--- src/hdl/icc_pkg.sv ---
// Package: shared constants and enums for the input counter capture block.
// Assumes: nothing beyond a SystemVerilog compiler.
package icc_pkg;
  localparam int NUM_CH = 12;
  localparam int CH_W = 4;
  localparam int CNT_W = 16;
  localparam int BANK_W = 8;
  localparam logic [15:0] CNT_RESET = 16'h0000;
  localparam logic [15:0] LIMIT_DEFAULT = 16'hffff;
  localparam logic [15:0] MATCH_MAX = 16'hffff;
  localparam logic [3:0] BANK1_LO = 4'h8;
  localparam int BANK1_BITS = 4;
  localparam int NUM_MATCH = 2;
  // Edge selects: 0 rising, 1 falling, 2 either
  localparam logic [1:0] EDGE_RISING = 2'h0;
  localparam logic [1:0] EDGE_FALLING = 2'h1;
  localparam logic [1:0] EDGE_EITHER = 2'h2;
  typedef enum logic [1:0] {
    mode_count_up, mode_count_up_down, mode_stop_on_match
  } count_mode_t;
  typedef enum logic [1:0] {
    capture_free_run, capture_start_stop, capture_until_stop, capture_while_active
  } capture_mode_t;
  typedef enum logic [1:0] {
    fn_general, fn_counter, fn_decoder, fn_capture
  } function_t;
endpackage

--- src/hdl/icc_edge_if.sv ---
// Interface: synchronised inputs and per-channel edge pulses.
// Assumes: driven by icc_sync_edge, read by the top module.
`timescale 1ns/1ps
`default_nettype none
interface icc_edge_if #(parameter int N = 12);
  logic [N-1:0] level;
  logic [N-1:0] rise;
  logic [N-1:0] fall;
  modport src (output level, output rise, output fall);
  modport dst (input level, input rise, input fall);
endinterface
`default_nettype wire

--- src/hdl/icc_quad.sv ---
// Quadrature decoder core: A/B step and direction; index and synch clear are done in the top module.
// Assumes: inputs already synchronised, edges one cycle wide.
`timescale 1ns/1ps
`default_nettype none
module icc_quad (
  input wire logic i_clk_sys,
  input wire logic i_rst,
  input wire logic i_ce,
  input wire logic i_a,
  input wire logic i_b,
  input wire logic i_a_edge,
  input wire logic i_b_edge,
  output logic o_up,
  output logic o_down
);
  // Direction from which phase moved relative to the other
  logic step;
  assign step = i_ce & (i_a_edge ^ i_b_edge);
  assign o_up = step & ((i_a_edge & (i_a ^ i_b)) | (i_b_edge & ~(i_a ^ i_b)));
  assign o_down = step & ~o_up;
  up_down_excl_a: assert property (@(posedge i_clk_sys) disable iff (i_rst)
    !(o_up && o_down)) else $error("quad up and down together");
endmodule
`default_nettype wire

--- src/hdl/icc_sync_edge.sv ---
// Synchroniser and edge detector for all input channels.
// Assumes: one clock, asynchronous active-high reset.
`timescale 1ns/1ps
`default_nettype none
module icc_sync_edge #(parameter int N = 12) (
  input wire logic i_clk_sys,
  input wire logic i_rst,
  input wire logic i_ce,
  input wire logic [N-1:0] i_pins,
  icc_edge_if.src edges
);
  logic [N-1:0] meta_r;
  logic [N-1:0] sync_r;
  logic [N-1:0] prev_r;
  // Two flops then a history flop
  always_ff @(posedge i_clk_sys or posedge i_rst) begin
    if (i_rst) begin
      meta_r <= '0;
      sync_r <= '0;
      prev_r <= '0;
    end else if (i_ce) begin
      meta_r <= i_pins;
      sync_r <= meta_r;
      prev_r <= sync_r;
    end
  end
  assign edges.level = sync_r;
  assign edges.rise = sync_r & ~prev_r & {N{i_ce}};
  assign edges.fall = ~sync_r & prev_r & {N{i_ce}};
  one_rise_a: assert property (@(posedge i_clk_sys) disable iff (i_rst)
    edges.rise[0] |=> !edges.rise[0]) else $error("rise pulse too long");
endmodule
`default_nettype wire

--- src/hdl/icc_top.sv ---
// Input counter capture block: level reads, edge events, counter, decoder, capture.
// Assumes: inputs synchronous to i_clk_sys; configuration held stable by software.
//
// Function
// - Twelve channels read as bank 0 (ch 0-7) and bank 1 (ch 8-11).
// - Single channel read returns its level, 0 low, 1 high.
// - Interrupt-enabled channels flag rising, falling or either edge.
// - Quadrature decoder takes A and B from chosen channels, optional index.
// - Synch signal still clears the decoder count.
// - Counter steps once per selected edge, edge per direction selectable.
// - Up/down mode uses one up pin and one down pin.
// - Match mode counts up and stops on any match.
// - Match target held in one match register, others set to maximum.
// - Capture counts main or prescaled clock, gated by the capture mode.
// - Begin and end events latch the count into readable registers.
// - Begin and end may come from two channels of the same block.
// - Free-run mode and start-on-begin, stop-on-end mode.
// - Mode counting only while begin signal is at active level.
// - Count-until-end mode, primary channel selects the end event.
// - End before begin: start and stop at begin, end 1, begin 0 or 1.
// - Begin event edge selectable rising, falling or either.
// - Active level selectable high or low in active-level mode.
// - Software clear forces the counter to its reset value in any cycle with i_ce high.
// - Capture setup loads limit with all ones unless keep limit chosen.
`timescale 1ns/1ps
`default_nettype none
module icc_top #(
  parameter int NUM_CH = icc_pkg::NUM_CH,
  parameter int CNT_W = icc_pkg::CNT_W
) (
  input wire logic i_clk_sys,
  input wire logic i_rst,
  input wire logic i_ce,
  input wire logic [NUM_CH-1:0] i_input_channels,
  input wire logic [3:0] i_read_channel,
  output logic o_read_level,
  output logic [7:0] o_bank0,
  output logic [7:0] o_bank1,
  input wire logic [NUM_CH-1:0] i_irq_enable,
  input wire logic [2*NUM_CH-1:0] i_irq_edge,
  input wire logic [NUM_CH-1:0] i_irq_clear,
  output logic [NUM_CH-1:0] o_irq_flags,
  input wire icc_pkg::function_t i_function,
  input wire icc_pkg::count_mode_t i_count_mode,
  input wire logic [3:0] i_up_channel,
  input wire logic [1:0] i_up_edge,
  input wire logic [3:0] i_down_channel,
  input wire logic [1:0] i_down_edge,
  input wire logic [CNT_W-1:0] i_match_target,
  input wire logic i_match_load,
  input wire logic [3:0] i_quad_a_channel,
  input wire logic [3:0] i_quad_b_channel,
  input wire logic i_quad_index_en,
  input wire logic [3:0] i_quad_index_channel,
  input wire logic i_quad_index_level,
  input wire logic i_synch,
  input wire icc_pkg::capture_mode_t i_capture_mode,
  input wire logic [3:0] i_primary_channel,
  input wire logic [1:0] i_primary_edge,
  input wire logic i_same_channel,
  input wire logic [3:0] i_second_channel,
  input wire logic [1:0] i_second_edge,
  input wire logic i_active_level_select,
  input wire logic i_use_prescale,
  input wire logic i_prescale_tick,
  input wire logic i_capture_setup,
  input wire logic i_keep_limit_option,
  input wire logic i_limit_write,
  input wire logic [CNT_W-1:0] i_limit_value,
  input wire logic i_counter_clear,
  output logic [CNT_W-1:0] o_count,
  output logic [CNT_W-1:0] o_begin_count,
  output logic [CNT_W-1:0] o_end_count,
  output logic [CNT_W-1:0] o_limit,
  output logic [CNT_W-1:0] o_match0,
  output logic [CNT_W-1:0] o_match1,
  output logic o_running
);
  icc_edge_if #(.N(NUM_CH)) edges ();
  icc_sync_edge #(.N(NUM_CH)) u_sync (
    .i_clk_sys(i_clk_sys),
    .i_rst(i_rst),
    .i_ce(i_ce),
    .i_pins(i_input_channels),
    .edges(edges)
  );

  function automatic logic edge_hit(input logic [1:0] sel, input logic r, input logic f);
    edge_hit = (sel == icc_pkg::EDGE_RISING) ? r :
               (sel == icc_pkg::EDGE_FALLING) ? f : (r | f);
  endfunction

  // Level reads
  assign o_read_level = edges.level[i_read_channel];
  assign o_bank0 = edges.level[7:0];
  assign o_bank1 = {4'h0, edges.level[NUM_CH-1:8]};

  // Interrupt flags
  logic [NUM_CH-1:0] irq_r;
  logic [NUM_CH-1:0] irq_set;
  genvar g;
  generate
    for (g = 0; g < NUM_CH; g++) begin : g_irq
      assign irq_set[g] = i_irq_enable[g] &
        edge_hit(i_irq_edge[2*g+:2], edges.rise[g], edges.fall[g]);
    end
  endgenerate
  logic [NUM_CH-1:0] irq_nxt;
  assign irq_nxt = (irq_r & ~i_irq_clear) | irq_set;
  always_ff @(posedge i_clk_sys or posedge i_rst) begin
    if (i_rst) begin
      irq_r <= '0;
    end else if (i_ce) begin
      irq_r <= irq_nxt;
    end
  end
  assign o_irq_flags = irq_r;

  // Counter events
  logic up_ev;
  logic down_ev;
  assign up_ev = edge_hit(i_up_edge, edges.rise[i_up_channel], edges.fall[i_up_channel]);
  assign down_ev = (i_count_mode == icc_pkg::mode_count_up_down) &&
    (i_down_channel != i_up_channel) &&
    edge_hit(i_down_edge, edges.rise[i_down_channel], edges.fall[i_down_channel]);

  // Quadrature decode
  logic q_up;
  logic q_down;
  icc_quad u_quad (
    .i_clk_sys(i_clk_sys),
    .i_rst(i_rst),
    .i_ce(i_ce),
    .i_a(edges.level[i_quad_a_channel]),
    .i_b(edges.level[i_quad_b_channel]),
    .i_a_edge(edges.rise[i_quad_a_channel] | edges.fall[i_quad_a_channel]),
    .i_b_edge(edges.rise[i_quad_b_channel] | edges.fall[i_quad_b_channel]),
    .o_up(q_up),
    .o_down(q_down)
  );
  logic index_hit;
  assign index_hit = i_quad_index_en &&
    (edges.level[i_quad_index_channel] == i_quad_index_level) &&
    (edges.rise[i_quad_index_channel] | edges.fall[i_quad_index_channel]);

  // Match registers
  logic [CNT_W-1:0] match_r [icc_pkg::NUM_MATCH];
  logic match_hit;
  assign match_hit = (o_count == match_r[0]) || (o_count == match_r[1]);
  always_ff @(posedge i_clk_sys or posedge i_rst) begin
    if (i_rst) begin
      match_r[0] <= icc_pkg::MATCH_MAX;
      match_r[1] <= icc_pkg::MATCH_MAX;
    end else if (i_ce && i_match_load) begin
      match_r[0] <= i_match_target;
      match_r[1] <= icc_pkg::MATCH_MAX;
    end
  end
  assign o_match0 = match_r[0];
  assign o_match1 = match_r[1];

  // Limit register
  logic [CNT_W-1:0] limit_r;
  always_ff @(posedge i_clk_sys or posedge i_rst) begin
    if (i_rst) begin
      limit_r <= icc_pkg::LIMIT_DEFAULT;
    end else if (i_ce) begin
      if (i_capture_setup && !i_keep_limit_option) begin
        limit_r <= icc_pkg::LIMIT_DEFAULT;
      end else if (i_limit_write) begin
        limit_r <= i_limit_value;
      end
    end
  end
  assign o_limit = limit_r;

  // Capture events
  logic [3:0] sec_ch;
  logic [1:0] sec_edge;
  logic prim_ev;
  logic sec_ev;
  logic begin_ev;
  logic end_ev;
  logic active_lvl;
  logic until_mode;
  assign sec_ch = i_same_channel ? i_primary_channel : i_second_channel;
  assign sec_edge = i_same_channel ? i_primary_edge : i_second_edge;
  assign prim_ev = edge_hit(i_primary_edge, edges.rise[i_primary_channel],
    edges.fall[i_primary_channel]);
  assign sec_ev = edge_hit(sec_edge, edges.rise[sec_ch], edges.fall[sec_ch]);
  assign until_mode = (i_capture_mode == icc_pkg::capture_until_stop);
  assign begin_ev = until_mode ? sec_ev : prim_ev;
  assign end_ev = until_mode ? prim_ev : sec_ev;
  assign active_lvl = edges.level[i_primary_channel] ^ i_active_level_select;

  // Capture run state
  logic run_r;
  logic run_nxt;
  logic tick;
  logic is_capture;
  assign is_capture = (i_function == icc_pkg::fn_capture);
  assign tick = i_use_prescale ? i_prescale_tick : 1'b1;
  always_comb begin
    run_nxt = run_r;
    case (i_capture_mode)
      icc_pkg::capture_free_run: run_nxt = 1'b1;
      icc_pkg::capture_start_stop: begin
        if (begin_ev && !run_r) begin
          run_nxt = !end_ev;
        end else if (end_ev) begin
          run_nxt = 1'b0;
        end
      end
      icc_pkg::capture_until_stop: begin
        if (end_ev) begin
          run_nxt = 1'b0;
        end else if (begin_ev) begin
          run_nxt = 1'b1;
        end
      end
      icc_pkg::capture_while_active: run_nxt = active_lvl;
      default: run_nxt = 1'b0;
    endcase
    if (!is_capture || i_capture_setup) begin
      run_nxt = 1'b0;
    end
  end
  always_ff @(posedge i_clk_sys or posedge i_rst) begin
    if (i_rst) begin
      run_r <= 1'b0;
    end else if (i_ce) begin
      run_r <= run_nxt;
    end
  end
  assign o_running = run_r;

  // Counter next value
  logic [CNT_W-1:0] cnt_r;
  logic [CNT_W-1:0] cnt_nxt;
  logic [CNT_W-1:0] cnt_inc;
  logic [CNT_W-1:0] cnt_dec;
  logic do_up;
  logic do_down;
  logic do_clear;
  assign cnt_inc = (cnt_r >= limit_r) ? icc_pkg::CNT_RESET : cnt_r + 16'h0001;
  assign cnt_dec = (cnt_r == icc_pkg::CNT_RESET) ? limit_r : cnt_r - 16'h0001;
  assign do_clear = i_counter_clear || ((i_function == icc_pkg::fn_decoder) &&
    (i_synch || index_hit));
  always_comb begin
    do_up = 1'b0;
    do_down = 1'b0;
    case (i_function)
      icc_pkg::fn_counter: begin
        if (i_count_mode == icc_pkg::mode_stop_on_match) begin
          do_up = up_ev && !match_hit;
        end else begin
          do_up = up_ev && !down_ev;
          do_down = down_ev && !up_ev;
        end
      end
      icc_pkg::fn_decoder: begin
        do_up = q_up;
        do_down = q_down;
      end
      icc_pkg::fn_capture: do_up = run_nxt && tick;
      default: do_up = 1'b0;
    endcase
  end
  assign cnt_nxt = do_clear ? icc_pkg::CNT_RESET :
                   do_up ? cnt_inc :
                   do_down ? cnt_dec : cnt_r;

  // Begin and end captures
  logic [CNT_W-1:0] beg_r;
  logic [CNT_W-1:0] end_r;
  logic capt_beg;
  logic capt_end;
  logic early_end;
  assign capt_beg = is_capture && begin_ev &&
    (i_capture_mode != icc_pkg::capture_start_stop || !run_r);
  assign early_end = (i_capture_mode == icc_pkg::capture_start_stop) && capt_beg && end_ev;
  assign capt_end = is_capture && end_ev && (run_r || early_end);
  always_ff @(posedge i_clk_sys or posedge i_rst) begin
    if (i_rst) begin
      cnt_r <= icc_pkg::CNT_RESET;
      beg_r <= icc_pkg::CNT_RESET;
      end_r <= icc_pkg::CNT_RESET;
    end else if (i_ce) begin
      cnt_r <= cnt_nxt;
      if (capt_beg) begin
        beg_r <= early_end ? {15'h0000, edges.fall[i_primary_channel]} : cnt_r;
      end
      if (capt_end) begin
        end_r <= early_end ? 16'h0001 : cnt_r;
      end
    end
  end
  assign o_count = cnt_r;
  assign o_begin_count = beg_r;
  assign o_end_count = end_r;

  bank_level_a: assert property (@(posedge i_clk_sys) disable iff (i_rst)
    $past(i_ce) && $past(i_ce, 2) && !$past(i_rst) && !$past(i_rst, 2) |->
    o_bank1[7:4] == 4'h0 && {o_bank1[3:0], o_bank0} == $past(i_input_channels, 2))
    else $error("bank read wrong");
  clear_zero_a: assert property (@(posedge i_clk_sys) disable iff (i_rst)
    i_ce && i_counter_clear |=> o_count == 16'h0000) else $error("clear missed");
  irq_sticky_a: assert property (@(posedge i_clk_sys) disable iff (i_rst)
    i_ce && irq_set[0] |=> o_irq_flags[0]) else $error("irq event lost");
  match_stop_a: assert property (@(posedge i_clk_sys) disable iff (i_rst)
    i_ce && i_function == icc_pkg::fn_counter && i_count_mode == icc_pkg::mode_stop_on_match
    && match_hit && !i_counter_clear |=> $stable(o_count)) else $error("match no stop");
  match_load_a: assert property (@(posedge i_clk_sys) disable iff (i_rst)
    i_ce && i_match_load |=> o_match1 == 16'hffff && o_match0 == $past(i_match_target))
    else $error("match load wrong");
  limit_setup_a: assert property (@(posedge i_clk_sys) disable iff (i_rst)
    i_ce && i_capture_setup && !i_keep_limit_option |=> o_limit == 16'hffff)
    else $error("limit not all ones");
  early_end_a: assert property (@(posedge i_clk_sys) disable iff (i_rst)
    i_ce && early_end |=> o_end_count == 16'h0001 && o_begin_count <= 16'h0001)
    else $error("early end values");
  wrap_limit_a: assert property (@(posedge i_clk_sys) disable iff (i_rst)
    i_ce && do_up && !do_clear && cnt_r >= limit_r |=> o_count == 16'h0000)
    else $error("no wrap at limit");
  level_run_a: assert property (@(posedge i_clk_sys) disable iff (i_rst)
    i_ce && is_capture && !i_capture_setup && i_capture_mode == icc_pkg::capture_while_active
    |=> o_running == $past(active_lvl)) else $error("active level run");
  read_one_a: assert property (@(posedge i_clk_sys) disable iff (i_rst)
    $past(i_ce) && $past(i_ce, 2) && !$past(i_rst) && !$past(i_rst, 2) &&
    i_read_channel < 4'hc |->
    o_read_level == |($past(i_input_channels, 2) & (12'h001 << i_read_channel)))
    else $error("level read");
endmodule
`default_nettype wire
--- config.mk ---
export PLATFORM = sky130hd
export DESIGN_NAME = icc_top
export DESIGN_NICKNAME = d
export VERILOG_FILES = /design/src/hdl/icc_pkg.sv /design/src/hdl/icc_edge_if.sv /design/src/hdl/icc_quad.sv /design/src/hdl/icc_sync_edge.sv /design/src/hdl/icc_top.sv
export SDC_FILE = /design/constraint.sdc
export NUM_CORES = 1
export LEC_CHECK = 0
export ABC_CLOCK_PERIOD_IN_PS = 4950
export BUFFER_PORTS_ARGS = -buffer_cell sky130_fd_sc_hd__buf_2
export CORE_MARGIN = 8
export CORE_UTILIZATION = 25
export DETAILED_ROUTE_END_ITERATION = 7
export GPL_TIMING_DRIVEN = 0
export SLEW_MARGIN = 15
export SYNTH_ARGS = -nofsm -noshare
export SYNTH_HDL_FRONTEND = slang
export SYNTH_SLANG_ARGS = --single-unit
--- constraint.sdc ---
create_clock -name i_clk_sys -period 4.95 [get_ports i_clk_sys]
set_input_delay 0.495 -clock i_clk_sys [delete_from_list [all_inputs] [get_ports i_clk_sys]]
set_output_delay 0.495 -clock i_clk_sys [all_outputs]
set_load 0.05 [all_outputs]
**After elaboration in Yosys (flattened, before gate mapping)**

Index checks and enable logic that the tools add are counted.

- Bits in registers: 129
- Input port bits: 153
- Output and inout bits: 126

- Add/subtract/negate cells: 2
- Magnitude comparators: 9
- Eq/ne operators: 29
- Muxes and demuxes: 94
- Bitwise operators: 51
- Reductions and logical operators: 55

Operators by type and width:

| cell | count |
|---|---|
| 2-to-1 mux 16 bit | 9 |
| binary-select mux 1 bit (select 4 bit) | 19 |
| 2-to-1 mux 1 bit | 61 |
| bitwise AND 12 bit | 5 |
| < comparator 4 x 5 -> 1 bit (second input constant) | 8 |
| equality test 2 x 1 -> 1 bit (second input constant) | 19 |
| inverter 12 bit | 3 |
| logical NOT 2 bit | 17 |
| OR 1 bit | 20 |
| logical AND 1 bit | 18 |
| bitwise AND 1 bit | 17 |
| adder 16 x 1 -> 16 bit (second input constant) | 1 |
| equality test 16 bit | 1 |
| equality test 16 bit (second input constant) | 1 |
| >= comparator 16 bit | 1 |
| logical NOT 16 bit | 1 |
| subtractor 16 x 1 -> 16 bit (second input constant) | 1 |
| OR 12 bit | 1 |
| equality test 2 bit (second input constant) | 5 |
| AND reduction 2 bit | 4 |
| logical NOT 1 bit | 7 |
| logical OR 1 bit | 6 |
| 2-to-1 mux 4 bit | 1 |
| inequality test 4 bit | 1 |
| 10 further kinds | 13 |

**Depth between registers and ports, before layout**

Gate-level depths: netlist of the first run.

- Depth in word-level cells: 17
- Gate-level depth with buffers: 14
- Gate-level depth less buffers: 12

**By module**

Synthesis of the first run repeated with hierarchy kept, for this count alone.

- Cell total of the unflattened synthesis: 968
- Area, all modules: 9505.4 µm²

Modules (own cells, without submodules):

| module | instances | cells each | area an instance (µm²) | sequential area each (µm²) |
|---|---|---|---|---|
| icc_top | 1 | 859 | 7706.1 | 2367.3 |
| icc_sync_edge | 1 | 104 | 1747.9 | 900.9 |
| icc_quad | 1 | 5 | 51.3 | 0.0 |

**Worst setup path before layout of the first run**

No wires, ideal clock.

- Path kind: register to register
- Start point: register u_sync.sync_r[7], in the netlist u_sync.edges.level[7]
- End point: register cnt_r[15], in the netlist o_count[15]
- Arrival: 3421 ps
- Required time: 4829 ps
- Slack: 1408 ps
- Cell stages (with the launch flop): 14
- Path buffers: 3
- Period minus slack after synthesis: 3542 ps
- Cell sequence: dfrtp_1 -> buf_2 -> nand2b_1 -> mux4_2 -> o21ai_1 -> a21oi_1 -> a211oi_4 -> mux2i_1 -> and3_4 -> o21ba_1 -> buf_6 -> buf_6 -> mux2_4 -> a22o_1

- Cells in the longest elaborated chain, start to end: 17
- Elaborated cells on any way between the ends: 98
- Classes of those cells: eq/ne (1); mux (58); bitwise (23); reduce/logical (16)

RTL lines:

| what | RTL line | RTL |
|---|---|---|
| from (decl) | icc_sync_edge.sv:13 | `logic [N-1:0] sync_r;` |
| from (signal assigned) | icc_sync_edge.sv:23 | `sync_r <= meta_r;` |
| inverter 12 bit | icc_sync_edge.sv:29 | `assign edges.fall = ~sync_r & prev_r & {N{i_ce}};` |
| bitwise AND 12 bit (2 in a row) | icc_sync_edge.sv:29 |  |
| binary-select mux 1 bit (select 4 bit), on equally long branches | icc_top.sv:189, icc_top.sv:190 |  |
| 2-to-1 mux 1 bit, on equally long branches | icc_top.sv:189, icc_top.sv:190 |  |
| OR 1 bit | icc_top.sv:90 | `(sel == icc_pkg::EDGE_FALLING) ? f : (r \| f);` |
| 2-to-1 mux 1 bit | icc_top.sv:90 |  |
| 2-to-1 mux 1 bit | icc_top.sv:89 | `edge_hit = (sel == icc_pkg::EDGE_RISING) ? r :` |
| 2-to-1 mux 1 bit, on equally long branches | icc_top.sv:192, icc_top.sv:193 |  |
| 2-to-1 mux 1 bit (tied with other cells) | icc_top.sv:217 | `end else if (begin_ev) begin` |
| 2-to-1 mux 1 bit, on equally long branches | icc_top.sv:215, icc_top.sv:208 |  |
| case mux 1 bit (4 select lines) | icc_top.sv:205 | `case (i_capture_mode)` |
| 2-to-1 mux 1 bit | icc_top.sv:224 | `if (!is_capture \|\| i_capture_setup) begin` |
| logical AND 1 bit | icc_top.sv:265 | `icc_pkg::fn_capture: do_up = run_nxt && tick;` |
| case mux 1 bit (3 select lines) | icc_top.sv:252 | `case (i_function)` |
| nonzero test 3 bit (no line) or 2-to-1 mux 16 bit (tied branches) | - |  |
| AND reduction 2 bit (no line) or 2-to-1 mux 16 bit (tied branches) | - |  |
| to (signal assigned) | icc_top.sv:285 | `cnt_r <= icc_pkg::CNT_RESET;` |
| to (signal assigned) | icc_top.sv:289 | `cnt_r <= cnt_nxt;` |
| to (decl) | icc_top.sv:238 | `logic [CNT_W-1:0] cnt_r;` |

Several ways; a longest one is shown, not always the timed one. The select of a mux whose other input is x is not followed.
A chain may end at the register's enable or synchronous reset.

**Worst setup path after layout of the first run**

- Start point: register u_sync.sync_r[11], in the netlist u_sync.edges.level[11]
- End point: register cnt_r[15], in the netlist o_count[15]

The elaborated chain is that of the path after synthesis.

==> summary.md, run 1 <==
| Metric | Value |
|---|---|
| Outcome | finished, final reports clean |
| DIE WIDTH | 214 um |
| Worst rel slew slack | 42.4% |
| Final setup vio count | 0 |
| Buffers on Ports | 250 |
| Final min period | 4.26 ns |
| PostCTS Resize Cnt | 0 |
| Core box area | 0.0386 mm^2 |
| Final worst path period share | 86.1% |
| Mapped Cells | 1,011 |
| Hold_buf cts | 1 |
| Sw frac | 47.9% |
| Slew Viols, Final | 0 |
| YS warnings | 0 |
| Post-synthesis async set-or-reset flop share | 100% |
| WHS | 0.268 ns |
| Post-CTS Setup Bufs | 0 |
| Synthesized flop and latch total | 129 |
| Routed via count | 8,768 |
| Hold Vio Cnt, Final | 0 |
| Achievable clock frequency | 0.235 GHz |
| Count leader, synth | dfrtp_1 |
| CTS tree | yes |
| Filler Cells Inserted | 4,058 |
| Total power | 0.00587 W |
| Int Power | 0.00305 W |
| Slew @ Worst Pin | 0.864 ns |
| Clock Tree Buf Depth | 2 |
| Sinks on Clock Net | 129 |
| # rows | 72 |
| Worst setup margin | 0.688 ns |
| Grt ovf | 0 |
| Hold WC Path Type | in2reg |
| IO Count | 279 |
| Reg power frac | 26.4% |
| Post-Synth Adder-Cell Area | 2.95% |
| Area contributors post-synth | dfrtp_1 25%, dfstp_2 8.6%, mux4_2 8.3% |
| Residual DRC count | 0 |
| Pre-Repair DR Iteration Count | 7 |
| Synth cell types | 74 |
| Post-synthesis compound-gate area fraction | 11.0% |
| Top-area cell type share of the netlist area | 24.9% |
| Post-synth EDFFs | 0 |
| Post-Synth Simple-Gate Area | 15.7% |
| DP Worst Slack | 0.625 ns |
| Max_cap viols | 0 |
| Multiplexer area fraction after synthesis | 22.1% |
| Layout cells sized above 1 | 36.2% |
| Top cells by count, synth | 97 x dfrtp_1, 87 x nand2_1, 68 x inv_1, 61 x mux2_2, 52 x clkbuf_1 |
| PwrDens | 475 mW/mm^2 |
| GRT Total Usage | 16.4% |
| Post-route antenna net violation count | 0 |
| DR vias/cell | 4.78 |
| Initial core utilization | 25.3% |
| Wire per inst | 20.6 um |
| WP data required | 5.29 ns |
| CP arrival | 4.60 ns |
| Antenna violations before repair | 11 |
| Vias in the first global route | 8,928 |
| 1st-iter DRT viols | 478 |
| Root Driver | clkbuf_16 |
| Final core occ | 32.0% |
| HPWL after detailed placement | 30,100 um |
| Final GP Congestion | 0.898 |
| Peak supply drop | 0.000446 V |
| Post-synthesis xor/xnor area fraction | 7.00% |
| Setup_tns | 0 ns |
| Reg clk slew, reported paths | 0.07 ns |
| Clk pwr share | 21.5% |
| RSZ-0062 raised after global routing | false |
| Synthesis-to-layout area growth | 26.5% |
| Worst setup path class | reg2reg |
| Synthesized area | 0.00977 mm^2 |
| Crit Path Max Fanout | 10 |
| Top_reg_cell synth | dfrtp_1 |
| Post-synthesis sequential area ratio | 33.5% |
| Combinational group share of total power | 52.1% |
| Leak pwr | 5.77 nW |
| Average size of a mapped cell | 9.66 um^2 |
| Die area | 0.0456 mm^2 |
| First-pass GRT wire length | 55,900 um |
| H-tree levels | 4 |
| Nets | 1,476 |
| Pin count of the biggest net entering global routing | 97 |
| Startpoint types | flop |
| TritonCTS Buffers | 17 |
| Yosys top cell by area | dfrtp_1 |
| P_sw | 0.00281 W |
| WL final | 37,700 um |
| Worst-skew pair later-pin latency | 0.46 ns |
| Combinational family with the most area after synthesis | multiplexers |
| Chip height | 214 um |
| Clk_skew | 0.0154 ns |
| Crit end category | flop |
==> worst paths after layout <==
path                       slack [ns]                               start                             to  cells after the start
setup / recovery                 0.69  u_sync.edges.level[11]$_DFFE_PP0P_        o_count[15]$_DFFE_PP0P_                     12
min in group asynchronous        0.55                               i_rst     o_end_count[4]$_DFFE_PP0P_                      3
max in group asynchronous        3.59                               i_rst  u_sync.meta_r[11]$_DFFE_PP0P_                      4
hold reg to reg                  0.47          o_irq_flags[0]$_DFFE_PP0P_     o_irq_flags[0]$_DFFE_PP0P_                      2
hold / removal                   0.27                 i_input_channels[3]   u_sync.meta_r[3]$_DFFE_PP0P_                      2
setup reg to reg                 0.69  u_sync.edges.level[11]$_DFFE_PP0P_        o_count[15]$_DFFE_PP0P_                     12
==> registers in the layout (all words and copies together) (netlist names) <==
signal / flops
u_sync.edges.level: 12
o_match0: 16
o_irq_flags: 12
u_sync.meta_r: 12
o_end_count: 16
o_running: 1
o_count: 16
o_limit: 16
o_begin_count: 16
u_sync.prev_r: 12
==> per-stage QoR <==
step / cells / instance area (um^2)
global route: 1832 / 12300
CTS: 1831 / 12300
global placement: 1797 / 11700
detailed placement: 1798 / 11800
finish: 1835 / 12400
floorplan: 1029 / 9830
==> cell type report <==
class	count	area (um^2)	share of cell area (%)
Multi-Input combinational cell	734	5810	47.1
Sequential cell	129	3270	26.5
Timing Repair Buffer	252	1290	10.4
Tap cell	518	648	5.25
Buffer	97	492	3.98
Clock buffer	17	425	3.44
Inverter	69	267	2.16
Clock inverter	15	141	1.14
Antenna cell	4	10.0	0.0810
==> power by group through the flow <==
stage                     sequential (W)  clock [W]  combinational, W
after floorplan                  0.00221          0           0.00157
after detailed placement         0.00157          0           0.00307
after global placement           0.00157          0           0.00304
final                            0.00155    0.00126           0.00306
after global routing             0.00158    0.00134           0.00329
after CTS                        0.00156    0.00130           0.00308
==> metal layers <==
layer / vias to the layer above / share of wire [%] / track usage [%]
met5: - / 0.19 / 0
met4: 12 / 1.3 / 3.50
met3: 40 / 8.8 / 5.60
met2: 318 / 49 / 28.4
met1: 4261 / 40 / 19.5
li1: 4137 / - / -
==> worst max-delay path, stage by stage (launching register included) <==
cell	delay (ns)
dfrtp_1	0.45
clkbuf_1	0.62
xnor2_1	0.34
mux4_2	0.33
mux2i_1	0.09
a22o_1	0.21
a31oi_1	0.53
o31a_1	0.27
o21ai_1	0.16
o311ai_4	0.55
nor2_2	0.14
buf_2	0.23
a22o_1	0.21
==> cell usage in the layout (no fill, tap or decap), types with 9 or more instances in the layout <==
cell type	count
mux4_2	36
dfrtp_1	97
nor4_1	10
buf_4	21
a21oi_1	30
xnor2_1	28
o21ai_0	37
nand2b_1	29
nor3_1	29
a22o_1	14
mux2_2	61
mux2i_1	47
nor2_1	50
o31ai_1	12
nand3_1	28
dfstp_2	32
clkbuf_16	17
clkbuf_1	52
nand2_1	87
buf_2	265
ha_1	23
conb_1	20
inv_1	67
a21o_1	9
xor2_1	50
==> kinds of logic after synthesis <==
group,count (synthesis)
simple gates,300
buf+inv,166
mux,158
compound gates,155
flops,129
xor+xnor,78
fa+ha+maj,23
other cells,2
Power figures use the tool's default switching activity.
==> run 2, diff against run 1 <==
--- a/config.mk
+++ b/config.mk
@@ -6,10 +6,10 @@
 export NUM_CORES = 1
 export LEC_CHECK = 0
 export ABC_CLOCK_PERIOD_IN_PS = 4950
-export BUFFER_PORTS_ARGS = -buffer_cell sky130_fd_sc_hd__buf_2
 export CORE_MARGIN = 8
 export CORE_UTILIZATION = 25
 export DETAILED_ROUTE_END_ITERATION = 7
+export DONT_BUFFER_PORTS = 1
 export GPL_TIMING_DRIVEN = 0
 export SLEW_MARGIN = 15
 export SYNTH_ARGS = -nofsm -noshare
==> run 2 against run 1 <==
Worst hold slack got worse by 0.079 ns; critical endpoint is now o_count[6]$_DFFE_PP0P_; core utilization shrank 3.1 points; total power decreased by 2.6%; die area did not move; via count is 10% lower; critical path type unchanged.
==> summary.md, run 2 (synthesis results as in run 1) <==
| Metric | Value |
|---|---|
| Startpoint types | flop |
| Hold Vio Cnt, Final | 0 (unchanged) |
| Die area | 0.0456 mm^2 (unchanged) |
| Hold Crit Depth | 1 (-1) |
| Pre-Repair DR Iteration Count | 5 (-2) |
| Pin count of the biggest net entering global routing | 74 (-24%) |
| Buffers on Ports | 0 (-100%) |
| WHS | 0.189 ns (-0.0787 ns) |
| # rows | 72 (unchanged) |
| TritonCTS Buffers | 17 (unchanged) |
| WP data required | 5.27 ns (-0.02 ns) |
| DIE WIDTH | 214 um (unchanged) |
| Sw frac | 48.0% (about the same) |
| 1st-iter DRT viols | 567 (+19%) |
| Antenna violations before repair | 1 (-10) |
| Vias in the first global route | 8,127 (-9.0%) |
| Root Driver | clkbuf_16 |
| Crit Path Max Fanout | 10 (unchanged) |
| Clk pwr share | 23.6% (+2.1 points) |
| Synthesis-to-layout area growth | 14.1% |
| Commonest non-fill, non-tap cell in the layout | dfrtp_1 |
| Achievable clock frequency | 0.217 GHz (-7.4%) |
| Slew @ Worst Pin | 1.01 ns (+0.144 ns) |
| Final core occ | 28.8% (-3.1 points) |
| Chip height | 214 um (unchanged) |
| WL final | 37,500 um (-0.64%) |
| Reg clk slew, reported paths | 0.07 ns (about the same) |
| Worst rel slew slack | 32.4% (-10 points) |
| Final worst path period share | 93.0% (+6.9 points) |
| RSZ-0062 raised after global routing | false |
| Worst setup path class | reg2reg |
| Initial core utilization | 25.3% (unchanged) |
| Layout cells sized above 1 | 21.2% (-15 points) |
| Residual DRC count | 0 (unchanged) |
| CTS tree | yes |
| Reg power frac | 41.0% (+15 points) |
| CP arrival | 4.93 ns (+0.33 ns) |
| Cells on worst reg2reg path | 12 (unchanged) |
| PostCTS Resize Cnt | 0 (unchanged) |
| Final setup vio count | 0 (unchanged) |
| IO Count | 279 (unchanged) |
| PwrDens | 513 mW/mm^2 (+8.0%) |
| Setup_tns | 0 ns (unchanged) |
| Core box area | 0.0386 mm^2 (unchanged) |
| Final min period | 4.61 ns (+0.343 ns) |
| Hold WC Path Type | in2reg |
| Combinational group share of total power | 35.4% (-17 points) |
| Clk_skew | 0.0210 ns (+0.00561 ns) |
| Max_cap viols | 0 (unchanged) |
| P_sw | 0.00274 W (-2.6%) |
| Routed via count | 7,862 (-10%) |
| Crit end category | flop |
| GRT Total Usage | 16.2% (-0.22 points) |
| Total power | 0.00571 W (-2.6%) |
| Int Power | 0.00297 W (-2.7%) |
| Sinks on Clock Net | 129 (unchanged) |
| DR vias/cell | 4.97 (+3.9%) |
| First-pass GRT wire length | 54,300 um (-2.9%) |
| Grt ovf | 0 (unchanged) |
| Peak supply drop | 0.000324 V (-27%) |
| Slew Viols, Final | 0 (unchanged) |
| Final GP Congestion | 0.884 (-1.6%) |
| DP Worst Slack | 0.330 ns (-0.295 ns) |
| Nets | 1,226 (-17%) |
| Worst-skew pair later-pin latency | 0.45 ns (about the same) |
| Worst setup margin | 0.345 ns (-0.343 ns) |
| Clock Tree Buf Depth | 2 (unchanged) |
| Outcome | finished, final reports clean |
| Leak pwr | 4.78 nW (-17%) |
| HPWL after detailed placement | 29,600 um (-1.6%) |
| Post-route antenna net violation count | 0 (unchanged) |
| Wire per inst | 23.7 um (+15%) |
| Commonest non-fill, non-tap cells in the layout | 97 x dfrtp_1, 87 x nand2_1, 67 x inv_1 |
| H-tree levels | 4 (unchanged) |
-- run 2: changes by cell type in the layout (fill, tap and decap cells not counted) --
cell and change:
bufinv_16 +1, clkinv_4 +1, buf_2 -250, clkbuf_16 +2, diode_2 -2, clkinvlp_4 -1, inv_6 +2, o21ai_0 -1
inv_8 -5, o21ai_1 +1
-- run 2: power groups by stage --
stage / sequential (W) / combinational [W] / clock (W)
global route: 0.00238 / 0.00223 / 0.00143
global placement: 0.00237 / 0.00199 / 0
CTS: 0.00235 / 0.00203 / 0.00139
finish: 0.00234 / 0.00202 / 0.00135
detailed placement: 0.00237 / 0.00203 / 0
floorplan: 0.00221 / 0.00157 / 0
-- run 2: through the flow --
step,std cells,cell area (um^2)
after global placement,1547,10500
after CTS,1581,11100
final,1583,11100
after floorplan,1029,9830
after detailed placement,1548,10500
after global routing,1581,11100
-- run 2: area by class of cell --
class	instances	area, um^2
fill	4062	27500
multi-input combinational	734	5810
sequential	129	3270
tap	518	648
buffer	97	492
clock buffer	19	475
inverter	69	267
clock inverter	13	134
timing repair buffer	2	37.5
antenna	2	5.00
-- run 2: routing by layer --
layer / GRT usage (%) / wire [um] / vias to the layer above
li1: - / - / 3621
met1: 18.0 / 14200 / 3877
met2: 28.5 / 18600 / 344
met3: 6.85 / 4250 / 20
met4: 3.50 / 393 / 0
met5: 0 / 0 / -
-- run 2: worst paths after layout --
kind	to	startpoint	slack, ns
max in group asynchronous	u_sync.prev_r[11]$_DFFE_PP0P_	i_rst	3.62
worst max-delay path	o_count[6]$_DFFE_PP0P_	u_sync.edges.level[9]$_DFFE_PP0P_	0.34
worst max register to register	o_count[6]$_DFFE_PP0P_	u_sync.edges.level[9]$_DFFE_PP0P_	0.34
worst min-delay path	u_sync.meta_r[3]$_DFFE_PP0P_	i_input_channels[3]	0.19
worst min register to register	u_sync.meta_r[11]$_DFFE_PP0P_	u_sync.meta_r[11]$_DFFE_PP0P_	0.51
min in group asynchronous	o_end_count[9]$_DFFE_PP0P_	i_rst	0.58
-- run 2: critical path, cell delays in order (launching register included) --
cell and delay (ns):
dfrtp_1 0.89, clkbuf_1 0.74, mux4_2 0.40, mux2i_1 0.06, o21ai_0 0.19, xnor2_1 0.09, a31oi_1 0.55, o31a_1 0.26
o21ai_1 0.16, o311ai_4 0.56, nor2_2 0.13, buf_2 0.23, a22o_1 0.20
-- run 2: timing repair --
item	4_1_cts	5_1_grt
buffers inserted	0	0
hold buffers	1	0
endpoints found under the hold margin	26	0
==> run 3, diff against run 2 <==
--- a/config.mk
+++ b/config.mk
@@ -7,7 +7,7 @@
 export LEC_CHECK = 0
 export ABC_CLOCK_PERIOD_IN_PS = 4950
 export CORE_MARGIN = 8
-export CORE_UTILIZATION = 25
+export CORE_UTILIZATION = 40
 export DETAILED_ROUTE_END_ITERATION = 7
 export DONT_BUFFER_PORTS = 1
 export GPL_TIMING_DRIVEN = 0
==> run 3 against run 2 <==
Combinational power about the same; global-route usage up 5.2 points; final cell count shrank 12%; clock skew decreased by 0.011 ns; register-to-register slack improved by 0.17 ns; first-iteration DRC count shrank 0.18%; non-clock buffer count did not move; critical path depth unchanged; die area is 35% lower.
==> summary.md, run 3 (synthesis results as in run 1) <==
| Metric | Value |
|---|---|
| Reg clk slew, reported paths | 0.07 ns (about the same) |
| Post-CTS Setup Bufs | 0 (unchanged) |
| Worst-skew pair later-pin latency | 0.42 ns (-0.03 ns) |
| CP arrival | 4.74 ns (-0.19 ns) |
| PostCTS Resize Cnt | 0 (unchanged) |
| Worst rel slew slack | 34.9% (+2.5 points) |
| First-pass GRT wire length | 48,200 um (-11%) |
| H-tree levels | 4 (unchanged) |
| CP max stage cell | dfrtp_1 |
| Commonest non-fill, non-tap cell in the layout | dfrtp_1 |
| Slew @ Worst Pin | 0.970 ns (-0.0368 ns) |
| Pin count of the biggest net entering global routing | 87 (+18%) |
| Pre-Repair DR Iteration Count | 5 (unchanged) |
| Chip height | 172 um (-19%) |
| Setup_tns | 0 ns (unchanged) |
| Slew Viols, Final | 0 (unchanged) |
| Residual DRC count | 0 (unchanged) |
| RSZ-0062 raised after global routing | false |
| Final GP Congestion | 0.940 (+6.4%) |
| Die area | 0.0297 mm^2 (-35%) |
| IO Count | 279 (unchanged) |
| Worst path bufs/invs | 2 (unchanged) |
| Post-route antenna net violation count | 0 (unchanged) |
| Worst setup path class | reg2reg |
| Synthesis-to-layout area growth | 11.3% |
| Wire per inst | 23.2 um (-1.8%) |
| Worst-path cell chain | clkbuf_1 -> mux4_2 -> mux2i_1 -> o21ai_0 -> xnor2_1 -> a31oi_1 -> o31a_1 -> o21ai_1 -> o311ai_4 -> nor2_2 -> buf_2 -> a22o_1 |
| Filler Cells Inserted | 2,319 (-43%) |
| Buffers on Ports | 0 (unchanged) |
| Clk_skew | 0.0102 ns (-0.0107 ns) |
| Startpoint types | flop |
| Sinks on Clock Net | 129 (unchanged) |
| HPWL after detailed placement | 25,000 um (-15%) |
| Root Driver | clkbuf_16 |
| GRT Total Usage | 21.4% (+5.2 points) |
| Final worst path period share | 89.5% (-3.5 points) |
| Hold Vio Cnt, Final | 0 (unchanged) |
| Crit end category | flop |
| TritonCTS Buffers | 17 (unchanged) |
| GR Util met1 | 26.4% (+8.4 points) |
| Hold Crit Depth | 1 (unchanged) |
| Antenna violations before repair | 1 (unchanged) |
| Vias in the first global route | 7,935 (-2.4%) |
| Final min period | 4.43 ns (-0.173 ns) |
| Total stage count of the critical path | 12 (unchanged) |
| Max_cap viols | 0 (unchanged) |
| # rows | 57 (-21%) |
| Layout cells sized above 1 | 21.0% (-0.19 points) |
| Leak pwr | 4.76 nW (-0.50%) |
| Core box area | 0.0242 mm^2 (-37%) |
| Commonest non-fill, non-tap cells in the layout | 97 x dfrtp_1, 87 x nand2_1, 67 x inv_1 |
| Peak supply drop | 0.000196 V (-40%) |
| Dpl cells | 1,354 (-13%) |
| Met2 usage | 33.9% (+5.4 points) |
| Routed via count | 7,935 (+0.93%) |
| WHS | 0.217 ns (+0.0283 ns) |
| Cells on worst reg2reg path | 12 (unchanged) |
| Initial core utilization | 40.4% (+15 points) |
| WP data required | 5.26 ns (about the same) |
| CP max stage delay | 0.86 ns (-0.03 ns) |
| WL final | 32,300 um (-14%) |
| Grt ovf | 0 (unchanged) |
| DR vias/cell | 5.72 (+15%) |
| Clock Tree Buf Depth | 2 (unchanged) |
| Family with the most delay on the worst path | compound AO/OA/AOI/OAI gates |
| Crit Path Max Fanout | 10 (unchanged) |
| Hold WC Path Type | in2reg |
| Final setup vio count | 0 (unchanged) |
| Outcome | finished, final reports clean |
| 1st-iter DRT viols | 566 (-0.18%) |
| Hold_buf cts | 1 (unchanged) |
| Top Usage Layer GRT | met2 |
| Nets | 1,226 (unchanged) |
| CTS tree | yes |
| PwrDens | 515 mW/mm^2 (+0.38%) |
| Met3 usage | 8.17% (+1.3 points) |
| Final Non-Filler Cells | 1,388 (-12%) |
| Achievable clock frequency | 0.226 GHz (+3.9%) |
| DIE WIDTH | 172 um (-19%) |
## run 3: changes by cell type in the layout (fill, tap and decap cells not counted), moves of 2 or more
cell	delta
clkbuf_16	-2
clkbuf_1	+2
clkinvlp_4	+2
inv_8	-2
## run 3: area by class of cell
cell class                      count  area (um^2)  share of cell area, %
Multi-Input combinational cell    734         5810                   53.5
Buffer                             97          492                   4.52
Sequential cell                   129         3270                   30.1
Tap cell                          324          405                   3.73
Inverter                           69          267                   2.45
Antenna cell                        1         2.50                 0.0230
Clock buffer                       19          433                   3.98
Clock inverter                     13          151                   1.39
Timing Repair Buffer                2         37.5                  0.345
## run 3: stage by stage
stage / setup slack (ns) / area [um^2] / power [W] / util, %
after global routing: 0.364 / 10900 / 0.00590 / 45.0
after global placement: -0.643 / 10200 / 0.00427 / 42.3
final: 0.518 / 10900 / 0.00560 / 45.0
after detailed placement: 0.539 / 10300 / 0.00431 / 42.5
after CTS: 0.566 / 10900 / 0.00561 / 45.0
after floorplan: 1.07 / 9830 / 0.00377 / -
## run 3: final timing paths
| check | slack [ns] | to | start |
|---|---|---|---|
| max | 0.52 | o_count[8]$_DFFE_PP0P_ | u_sync.edges.level[9]$_DFFE_PP0P_ |
| min | 0.22 | u_sync.meta_r[7]$_DFFE_PP0P_ | i_input_channels[7] |
| max reg2reg | 0.52 | o_count[8]$_DFFE_PP0P_ | u_sync.edges.level[9]$_DFFE_PP0P_ |
| min reg2reg | 0.50 | u_sync.meta_r[9]$_DFFE_PP0P_ | u_sync.meta_r[9]$_DFFE_PP0P_ |
| max in group asynchronous | 3.61 | o_match0[12]$_DFFE_PP1P_ | i_rst |
| min in group asynchronous | 0.58 | o_irq_flags[10]$_DFFE_PP0P_ | i_rst |
## run 3: routing by layer
| layer | vias up | part of all wire (%) |
|---|---|---|
| met1 | 3906 | 39 |
| met3 | 40 | 12 |
| met4 | 0 | 2.1 |
| li1 | 3615 | - |
| met5 | - | 0 |
| met2 | 374 | 47 |
## run 3: report_power, final
group	internal [W]	switching, W
Combinational	0.000901	0.00109
Clock	0.000752	0.000535
Sequential	0.00130	0.00101
